$ cat src/pprc_pkg.sv
/*
 * package of the port power and role control block: register map, field
 * positions, reset values, timing counts and carrier types.
 * assumes a 32-bit axi4-lite register bus and seven downstream ports.
 */
package pprc_pkg;

    // ==========================================================
    // register offsets (byte addresses)
    localparam logic [7:0] PPRC_REG_CTRL    = 8'h00;
    localparam logic [7:0] PPRC_REG_PORTEN  = 8'h04;
    localparam logic [7:0] PPRC_REG_STATUS  = 8'h08;
    localparam logic [7:0] PPRC_REG_IRQ     = 8'h0C;
    localparam logic [7:0] PPRC_REG_MASK    = 8'h10;
    localparam logic [7:0] PPRC_REG_STRAP   = 8'h14;

    // ==========================================================
    // ctrl fields
    localparam int PPRC_CTRL_GANG  = 0;
    localparam int PPRC_CTRL_RUN   = 1;

    // status fields
    localparam int PPRC_ST_ROLE    = 0;
    localparam int PPRC_ST_VBUS    = 1;
    localparam int PPRC_ST_OC_LSB  = 8;

    // irq fields
    localparam int PPRC_IRQ_OC_LSB = 0;
    localparam int PPRC_IRQ_ROLE   = 7;
    localparam int PPRC_IRQ_VBUS   = 8;
    localparam int PPRC_IRQ_BITS   = 9;

    // ==========================================================
    // reset values
    localparam logic [31:0] PPRC_CTRL_RST   = 32'h0000_0000;
    localparam logic [31:0] PPRC_PORTEN_RST = 32'h0000_007F;

    // ==========================================================
    // timing: overcurrent debounce
    localparam int PPRC_CLK_HZ       = 50_000_000;
    localparam int PPRC_OC_DEB_US    = 1;
    localparam int PPRC_OC_DEB_CYC   = (PPRC_OC_DEB_US * PPRC_CLK_HZ + 999_999) / 1_000_000;

    // axi responses
    localparam logic [1:0] PPRC_RESP_OKAY   = 2'h0;
    localparam logic [1:0] PPRC_RESP_SLVERR = 2'h2;

    // ==========================================================
    // carriers
    typedef struct packed {
        logic [6:0] i;
        logic [6:0] o;
        logic [6:0] oe;
        logic [6:0] pu;
        logic [6:0] pd;
    } pprc_ports_t;

    typedef struct packed {
        logic [6:0] plus;
        logic [6:0] minus;
    } pprc_strap_t;

    typedef enum logic [1:0] {
        PPRC_IDLE,
        PPRC_RESP
    } pprc_wr_t;

endpackage

$ cat src/pprc_top.sv
/*
 * port power, overcurrent sense and role swap control of a seven-port hub,
 * with an axi4-lite register slave and a level interrupt.
 * assumes all pins are asynchronous to aclk and resolved by the pad ring
 * from the enables and pull controls given here.
 */
`timescale 1ns/1ps

module pprc_top import pprc_pkg::*; #(
    parameter int NPORT    = 7,
    parameter int DEB_CYC  = PPRC_OC_DEB_CYC
) (
    input  wire logic              aclk,
    input  wire logic              aresetn,
    input  wire logic [7:0]        s_awaddr,
    input  wire logic              s_awvalid,
    output logic                   s_awready,
    input  wire logic [31:0]       s_wdata,
    input  wire logic [3:0]        s_wstrb,
    input  wire logic              s_wvalid,
    output logic                   s_wready,
    output logic [1:0]             s_bresp,
    output logic                   s_bvalid,
    input  wire logic              s_bready,
    input  wire logic [7:0]        s_araddr,
    input  wire logic              s_arvalid,
    output logic                   s_arready,
    output logic [31:0]            s_rdata,
    output logic [1:0]             s_rresp,
    output logic                   s_rvalid,
    input  wire logic              s_rready,
    input  wire logic [6:0]        port_power_line_i,
    output logic [6:0]             port_power_line_o,
    output logic [6:0]             port_power_line_oe,
    output logic [6:0]             port_power_line_pu,
    output logic [6:0]             port_power_line_pd,
    input  wire logic              shared_power_ctl_i,
    output logic                   shared_power_ctl_o,
    output logic                   shared_power_ctl_oe,
    input  wire logic              role_swap_cmd,
    output logic                   role_swap_ind,
    output logic                   role_swap_ind_oe,
    input  wire logic              upstream_power_detect,
    output logic                   upstream_connect,
    input  wire logic [6:0]        port_off_strap_plus,
    input  wire logic [6:0]        port_off_strap_minus,
    output logic                   strap_pd_en,
    output logic                   upstream_hs_data_pd_en,
    output logic                   mem_ce_pu_en,
    output logic [6:0]             port_oc,
    output logic                   irq
);

    // ==========================================================
    // elaboration checks: the logic serves seven ports and an 8-bit debounce counter
    if (NPORT != 7) begin : g_nport_check
        $error("NPORT must be 7");
    end
    if (DEB_CYC < 1 || DEB_CYC > 255) begin : g_deb_check
        $error("DEB_CYC out of range");
    end

    // ==========================================================
    // reset-time pad controls
    // the chip reset is the aresetn input; everything below holds while low
    always_ff @(posedge aclk) begin
        if (!aresetn) begin
            strap_pd_en            <= 1'b1;
            upstream_hs_data_pd_en <= 1'b1;
            mem_ce_pu_en           <= 1'b1;
        end else begin
            strap_pd_en            <= 1'b0;
            upstream_hs_data_pd_en <= 1'b0;
            mem_ce_pu_en           <= 1'b0;
        end
    end

    // ==========================================================
    // input synchronisers
    logic [6:0] oc_s1, oc_s2;
    logic       gang_s1, gang_s2, cmd_s1, cmd_s2, vb_s1, vb_s2;
    logic [6:0] sp_s1, sp_s2, sm_s1, sm_s2;

    always_ff @(posedge aclk) begin
        oc_s1   <= port_power_line_i;
        oc_s2   <= oc_s1;
        gang_s1 <= shared_power_ctl_i;
        gang_s2 <= gang_s1;
        cmd_s1  <= role_swap_cmd;
        cmd_s2  <= cmd_s1;
        vb_s1   <= upstream_power_detect;
        vb_s2   <= vb_s1;
        sp_s1   <= port_off_strap_plus;
        sp_s2   <= sp_s1;
        sm_s1   <= port_off_strap_minus;
        sm_s2   <= sm_s1;
    end

    // ==========================================================
    // strap latch: first cycle after reset release
    logic       rst_q;
    logic [6:0] strap_off;

    always_ff @(posedge aclk) begin
        if (!aresetn) begin
            rst_q     <= 1'b1;
            strap_off <= 7'h00;
        end else begin
            rst_q <= 1'b0;
            if (rst_q) begin
                strap_off <= sp_s2 & sm_s2;
            end
        end
    end

    // ==========================================================
    // registers
    logic [31:0] ctrl, porten;
    logic [8:0]  irq_st, irq_mask;
    logic        gang_mode, run;
    logic [6:0]  port_on;

    assign gang_mode = ctrl[PPRC_CTRL_GANG];
    assign run       = ctrl[PPRC_CTRL_RUN];
    assign port_on   = porten[6:0] & ~strap_off & {7{run}};

    // ==========================================================
    // overcurrent debounce per port
    logic [6:0] oc_raw;
    logic [7:0] deb_cnt [7];

    always_comb begin
        for (int p = 0; p < 7; p++) begin
            if (gang_mode) begin
                // the shared pin reports overcurrent only while it is not driven low here
                oc_raw[p] = port_on[p] & ~shared_power_ctl_oe & ~gang_s2;
            end else begin
                oc_raw[p] = port_on[p] & ~oc_s2[p];
            end
        end
    end

    always_ff @(posedge aclk) begin
        for (int p = 0; p < 7; p++) begin
            if (!aresetn || !oc_raw[p]) begin
                deb_cnt[p] <= 8'h00;
                port_oc[p] <= 1'b0;
            end else if (deb_cnt[p] == 8'(DEB_CYC - 1)) begin
                port_oc[p] <= 1'b1;
            end else begin
                deb_cnt[p] <= deb_cnt[p] + 8'h01;
            end
        end
    end

    // ==========================================================
    // pin drive
    always_comb begin
        if (!aresetn) begin
            port_power_line_oe  = 7'h00;
            port_power_line_pu  = 7'h00;
            port_power_line_pd  = 7'h7F;
            shared_power_ctl_oe = 1'b0;
        end else if (gang_mode) begin
            port_power_line_oe  = 7'h00;
            port_power_line_pu  = 7'h00;
            port_power_line_pd  = 7'h00;
            shared_power_ctl_oe = ~port_on[0];
        end else begin
            port_power_line_oe  = ~port_on;
            port_power_line_pu  = port_on;
            port_power_line_pd  = 7'h00;
            shared_power_ctl_oe = 1'b0;
        end
    end
    assign port_power_line_o  = 7'h00;
    assign shared_power_ctl_o = 1'b0;

    // ==========================================================
    // role swap and bus power
    logic role, vb_q;

    always_ff @(posedge aclk) begin
        if (!aresetn) begin
            role             <= 1'b0;
            role_swap_ind_oe <= 1'b0;
            vb_q             <= 1'b0;
            upstream_connect <= 1'b0;
        end else begin
            role             <= cmd_s2;
            role_swap_ind_oe <= 1'b1;
            // one cycle behind the connect output, so a change raises an event
            vb_q             <= upstream_connect;
            upstream_connect <= vb_s2;
        end
    end
    assign role_swap_ind = role;

    // ==========================================================
    // interrupt status: set wins over clear
    logic [8:0] ev, oc_q, wclr;
    logic       role_q, wr_fire;
    logic [7:0] wa;
    logic [31:0] wd;

    always_ff @(posedge aclk) begin
        if (!aresetn) begin
            oc_q   <= 9'h000;
            role_q <= 1'b0;
        end else begin
            oc_q   <= {2'b00, port_oc};
            role_q <= role;
        end
    end
    assign ev = {vb_q ^ upstream_connect, role ^ role_q, port_oc & ~oc_q[6:0]};
    assign wclr = (wr_fire && wa == PPRC_REG_IRQ) ? wd[8:0] : 9'h000;

    always_ff @(posedge aclk) begin
        if (!aresetn) begin
            irq_st <= 9'h000;
        end else begin
            irq_st <= (irq_st & ~wclr) | ev;
        end
    end
    assign irq = |(irq_st & irq_mask);

    // ==========================================================
    // axi4-lite write
    logic aw_h, w_h;

    assign s_awready = ~aw_h & ~s_bvalid;
    assign s_wready  = ~w_h & ~s_bvalid;
    assign wr_fire   = aw_h & w_h & ~s_bvalid;

    function automatic logic [31:0] merge(input logic [31:0] old, input logic [31:0] nw, input logic [3:0] st);
        for (int b = 0; b < 4; b++) begin
            if (st[b]) old[8*b +: 8] = nw[8*b +: 8];
        end
        return old;
    endfunction

    logic [3:0] ws;

    always_ff @(posedge aclk) begin
        if (!aresetn) begin
            aw_h     <= 1'b0;
            w_h      <= 1'b0;
            wa       <= 8'h00;
            wd       <= 32'h0000_0000;
            ws       <= 4'h0;
            s_bvalid <= 1'b0;
            s_bresp  <= PPRC_RESP_OKAY;
            ctrl     <= PPRC_CTRL_RST;
            porten   <= PPRC_PORTEN_RST;
            irq_mask <= 9'h000;
        end else begin
            if (s_awvalid && s_awready) begin
                aw_h <= 1'b1;
                wa   <= s_awaddr;
            end
            if (s_wvalid && s_wready) begin
                w_h <= 1'b1;
                wd  <= s_wdata;
                ws  <= s_wstrb;
            end
            if (wr_fire) begin
                aw_h     <= 1'b0;
                w_h      <= 1'b0;
                s_bvalid <= 1'b1;
                s_bresp  <= PPRC_RESP_OKAY;
                unique case (wa)
                    PPRC_REG_CTRL:   ctrl     <= merge(ctrl, wd, ws) & 32'h0000_0003;
                    PPRC_REG_PORTEN: porten   <= merge(porten, wd, ws) & 32'h0000_007F;
                    PPRC_REG_MASK:   irq_mask <= 9'(merge({23'h0, irq_mask}, wd, ws));
                    PPRC_REG_IRQ, PPRC_REG_STATUS, PPRC_REG_STRAP: ;
                    default:         s_bresp  <= PPRC_RESP_SLVERR;
                endcase
            end else if (s_bvalid && s_bready) begin
                s_bvalid <= 1'b0;
            end
        end
    end

    // ==========================================================
    // axi4-lite read
    assign s_arready = ~s_rvalid;

    always_ff @(posedge aclk) begin
        if (!aresetn) begin
            s_rvalid <= 1'b0;
            s_rdata  <= 32'h0000_0000;
            s_rresp  <= PPRC_RESP_OKAY;
        end else if (s_arvalid && s_arready) begin
            s_rvalid <= 1'b1;
            s_rresp  <= PPRC_RESP_OKAY;
            s_rdata  <= 32'h0000_0000;
            unique case (s_araddr)
                PPRC_REG_CTRL:   s_rdata <= ctrl;
                PPRC_REG_PORTEN: s_rdata <= porten;
                PPRC_REG_STATUS: s_rdata <= {17'h0, port_oc, 6'h0, vb_q, role};
                PPRC_REG_IRQ:    s_rdata <= {23'h0, irq_st};
                PPRC_REG_MASK:   s_rdata <= {23'h0, irq_mask};
                PPRC_REG_STRAP:  s_rdata <= {25'h0, strap_off};
                default:         s_rresp <= PPRC_RESP_SLVERR;
            endcase
        end else if (s_rready) begin
            s_rvalid <= 1'b0;
        end
    end

    // ==========================================================
    // assertions
    a_disabled_drives_low: assert property (@(posedge aclk) disable iff (!aresetn)
        (!gang_mode && !port_on[3]) |-> (port_power_line_oe[3] && !port_power_line_o[3]))
        else $error("disabled port not driven low");
    a_enabled_pullup: assert property (@(posedge aclk) disable iff (!aresetn)
        (!gang_mode && port_on[2]) |-> (port_power_line_pu[2] && !port_power_line_oe[2]))
        else $error("enabled port lacks pull-up");
    a_gang_pins_free: assert property (@(posedge aclk) disable iff (!aresetn)
        gang_mode |-> (port_power_line_oe == 7'h00))
        else $error("port pin driven in ganged mode");
    a_role_follows_cmd: assert property (@(posedge aclk) disable iff (!aresetn)
        $rose(cmd_s2) |=> role_swap_ind)
        else $error("indicator did not follow command");
    a_role_default: assert property (@(posedge aclk) disable iff (!aresetn)
        (!cmd_s2 [*3]) |-> !role_swap_ind)
        else $error("flexed while command low");
    a_flexed_state: assert property (@(posedge aclk) disable iff (!aresetn)
        (cmd_s2 [*3]) |-> role_swap_ind)
        else $error("default while command high");
    a_oc_debounce: assert property (@(posedge aclk) disable iff (!aresetn)
        $rose(port_oc[0]) |-> $past(oc_raw[0], DEB_CYC))
        else $error("overcurrent flagged before debounce");
    a_oc_needs_port: assert property (@(posedge aclk) disable iff (!aresetn)
        $rose(port_oc[1]) |-> $past(port_on[1]))
        else $error("overcurrent flagged on a disabled port");
    a_reset_pulls: assert property (@(posedge aclk)
        !aresetn |-> (port_power_line_pd == 7'h7F && port_power_line_oe == 7'h00))
        else $error("reset pad state wrong");
    a_reset_ind_off: assert property (@(posedge aclk)
        !aresetn |=> !role_swap_ind_oe)
        else $error("indicator driven during reset");
    a_reset_pad_pulls: assert property (@(posedge aclk)
        !aresetn |=> (strap_pd_en && upstream_hs_data_pd_en && mem_ce_pu_en))
        else $error("reset pull enables missing");
    a_strap_held: assert property (@(posedge aclk) disable iff (!aresetn)
        !rst_q |=> $stable(strap_off))
        else $error("strap latch changed outside reset release");
    a_connect_follows: assert property (@(posedge aclk) disable iff (!aresetn)
        $rose(vb_s2) |=> upstream_connect)
        else $error("connect did not rise with bus power");
    a_vbus_connect: assert property (@(posedge aclk) disable iff (!aresetn)
        $fell(vb_s2) |=> !upstream_connect)
        else $error("connect did not drop with bus power");
    a_irq_set_wins: assert property (@(posedge aclk) disable iff (!aresetn)
        (|ev) |=> ((irq_st & $past(ev)) == $past(ev)))
        else $error("interrupt event lost");
    a_irq_clear: assert property (@(posedge aclk) disable iff (!aresetn)
        (wr_fire && wa == PPRC_REG_IRQ && ev == 9'h000) |=> ((irq_st & $past(wd[8:0])) == 9'h000))
        else $error("interrupt status not cleared by write");

endmodule // pprc_top

$ cat config.mk
export PLATFORM = sky130hd
export DESIGN_NAME = pprc_top
export DESIGN_NICKNAME = d
export VERILOG_FILES = /design/src/pprc_pkg.sv /design/src/pprc_top.sv
export SDC_FILE = /design/constraint.sdc
export NUM_CORES = 1
export LEC_CHECK = 0
export BUFFER_PORTS_ARGS = -buffer_cell sky130_fd_sc_hd__buf_2
export CAP_MARGIN = 0
export CORE_MARGIN = 3
export CORE_UTILIZATION = 50
export CTS_CLUSTER_SIZE = 12
export DETAILED_ROUTE_END_ITERATION = 6
export PLACE_DENSITY = 0.76
export SLEW_MARGIN = 20
export SYNTH_ARGS = -nofsm -noshare
export SYNTH_HDL_FRONTEND = slang
export SYNTH_SLANG_ARGS = --single-unit
$ cat constraint.sdc
create_clock -name aclk -period 5.95 [get_ports aclk]
set_clock_uncertainty 0.05 [all_clocks]
set_input_delay 0.2975 -clock aclk [delete_from_list [all_inputs] [get_ports aclk]]
set_output_delay 0.2975 -clock aclk [all_outputs]
set_load 0.01 [all_outputs]
==> run_results.csv <==
group,metric,value,unit
global_routing,grt_pass1_vias,5559,
pwr,p_sw,599.4,µW
pwr,p_int,2.167,mW
synthesis,ys.flop_type,"dfxtp_1",
routing,drcViolationCount,0,
cts,clockBufferDepth,2,
die,fp.dieArea,0.01791,mm²
die,die_h,133.8,µm
die,rows,46,
setup_path,crit_type,"in2out",
setup_path,endpoint_kind,"output pin",
placement,place_area,0.008757,mm²
placement,gp_congestion,0.8190,
pwr,swShare,21.66,%
synthesis,async_reset_ff_share,0,%
sta,rsz0062_at_grt,"false",
global_routing,grt-ovfl-total,0,
sta,timing.final.crit_share,44.83,%
final_layout,multiInputGateArea,0.003331,mm²
min_path,hp-class,"in2reg",
sta,tightestPinTransition,1.071,ns
cts,cts_tree,"done",
pwr,p_comb_share,5.3,%
cts,cts_setup_buffers,0,
placement,dp_hpwl,12230,µm
synthesis,ys_warn_count,0,
global_routing,grt_max_degree,61,
cts,clk_latency,0.43,ns
global_routing,antenna_found_initial,0,
synthesis,synth_edf_count,56,
die,pin_count,168,
final_layout,diodes,0,
cts,cts_num_sinks,198,
setup_path,critPathArrivalTime,2.32,ns
cts,cts-root-buf,"clkbuf_16",
synthesis,syn_area_per_cell,10.24,µm²
pwr,power_density,287.7,mW/mm²
sta,setup_viol,0,
setup_path,startpoint_type,"input port",
die,design.core.area,0.01594,mm²
final_layout,ff_latch_area,0.004524,mm²
routing,wl_per_cell,15.05,µm
synthesis,syn_area,0.008170,mm²
routing,drtIter0Drc,391,
setup_path,required,5.60,ns
global_routing,grt_usage,19.57,%
routing,vias,5866,
sta,min_period,2.668,ns
job,cap_violations,0,
cts,cts_made_buffers,17,
cts,htreeDepth,4,
synthesis,ys_ff_latch,198,
routing,antenna_left,0,
synthesis,ys_seq_area_share,55.38,%
final_layout,finalInstanceArea,0.009618,mm²
placement,numPortBuffers,115,
final_layout,fin_nets,1021,
pwr,ir_worst_vdd,0.0001915,V
sta,finalSetupTns,0,ns
synthesis,synthCells,798,
sta,fmaxAchievable,374.9,MHz
cts,clkTransAtPathRegs,0.07,ns
die,fp.dieW,133.8,µm
status,status,"finished, final reports clean",
die,start_util,51.25,%
sta,relSlewSlack,28.04,%
final_layout,final_layout_size_suffix_gt1_share,17.29,%
pwr,power_frac_clock,42.9,%
routing,vias_per_cell,5.088,
routing,wl,17350,µm
final_layout,final_util,60.33,%
routing,firstDrtPassIters,5,
final_layout,syn2layout_area_growth,17.72,%
pwr,p_seq_share,51.8,%
sta,timing.final.max_slew_violations,0,
final_layout,fillers,1338,
pwr,p_leak,3.911,nW
global_routing,grt_pass1_wl,27630,µm
synthesis,synth.distinct_cells,54,
setup_path,path_max_fanout,52,
sta,holdWs,0.04627,ns
sta,hold_viol,0,
## cells in the final DEF (no fill, tap or decap), types with 3 or more instances in the layout
master	count
a22oi_1	4
xnor2_1	19
dlygate4sd3_1	24
and4_1	6
o2bb2ai_1	3
o21ai_0	15
nand4_1	11
nor3_1	9
o21a_1	7
o22ai_1	4
nand2b_1	15
nor2b_1	24
and3_1	7
nand3b_1	7
clkbuf_16	19
a32oi_1	6
mux2i_1	24
buf_2	115
ha_1	14
dfxtp_1	142
nand4b_1	6
nor2_1	102
nand2_1	97
edfxtp_1	56
inv_1	12
nor4_1	4
a21oi_1	41
conb_1	27
or4b_1	4
and2_1	19
xor2_1	25
nand3_1	26
## power groups by stage
stage               Clock [mW]  Combinational [mW]  Sequential (mW)
finish                    1.19               0.145             1.43
global route              1.26               0.162             1.44
CTS                       1.21               0.145             1.43
detailed placement           0               0.133             1.46
global placement             0               0.130             1.46
floorplan                    0               0.104             1.46
## what timing repair did
item,in CTS,in global routing
hold buffers,24,0
resized for setup,0,0
endpoints found under the setup margin,0,0
hold endpoints to repair,24,0
## per-layer routing
metal	GRT usage, %	part of all wire (%)	up-vias
met5	0	0	-
met4	7.600	2.3	0
met3	4.201	5.3	32
met2	32.76	49	163
met1	24.93	43	2727
li1	-	-	2944
## cell type report
| type | count | share of cell area, % |
|---|---|---|
| clock buffers | 23 | 5.308 |
| clock inverters | 9 | 1.145 |
| inverters | 13 | 0.5074 |
| multi-input cells | 554 | 34.63 |
| flip-flops and latches | 198 | 47.04 |
| well taps | 216 | 2.810 |
| repair buffers | 140 | 8.560 |
## metrics by stage
step | std cells | total power [mW] | setup WS [ns]
floorplan | 824 | 1.562 | 4.076
global placement | 1097 | 1.593 | 3.070
detailed placement | 1097 | 1.597 | 3.056
CTS | 1153 | 2.786 | 3.295
global route | 1153 | 2.859 | 3.118
finish | 1153 | 2.767 | 3.282
## synth_stat cells (all sizes together), types with 11 or more instances
| library cell | instances | share of area [%] |
|---|---|---|
| dfxtp | 142 | 35 |
| nor2 | 102 | 4.7 |
| nand2 | 98 | 4.5 |
| edfxtp | 56 | 21 |
| buf | 46 | 3.9 |
| a21oi | 41 | 2.5 |
| nand3 | 26 | 1.6 |
| xor2 | 25 | 2.7 |
| mux2i | 24 | 2.9 |
| nor2b | 24 | 1.8 |
| and2 | 19 | 1.5 |
| xnor2 | 19 | 2.0 |
| nand2b | 15 | 1.1 |
| o21ai | 15 | 0.92 |
| ha | 14 | 2.1 |
| clkbuf | 13 | 0.60 |
| inv | 13 | 0.60 |
| nand4 | 11 | 0.84 |
| nor3 | 11 | 0.87 |
## cell families after synthesis
kind of cell	Yosys count	synth area share, %
AO/OA/AOI/OAI	91	7.106
XOR/XNOR	44	4.717
adder cells (fa/ha/maj)	14	2.144
buffers and inverters	72	5.054
flip-flops	198	55.38
multiplexers	28	3.767
other	1	0.04590
AND/OR/NAND/NOR	350	21.79
## registers in the layout, summed over array words and instances, names as in the netlist, 8 cells and up
register	count
irq_mask	9
wa	8
wd	9
irq_st	9
deb_cnt	56
s_rdata	15
## path summary, 6_finish.rpt
check | start | end | slack (ns) | depth (start not counted)
setup / recovery | aresetn | port_power_line_pu[5] | 3.28 | 4
hold / removal | s_awaddr[1] | wa[1]$_SDFFE_PN0P_ | 0.05 | 3
setup reg to reg | ctrl[0]$_SDFFE_PN0P_ | deb_cnt[5][6]$_SDFFCE_PN0P_ | 3.61 | 4
hold reg to reg | oc_s1[1]$_DFF_P_ | oc_s2[1]$_DFF_P_ | 0.27 | 0
## critical path, cell delays in order
cell and delay (ns):
buf_2 0.62, nand2b_1 0.67, nor3_1 0.50, buf_2 0.21
No activity file was read; power rests on OpenSTA's default activity.
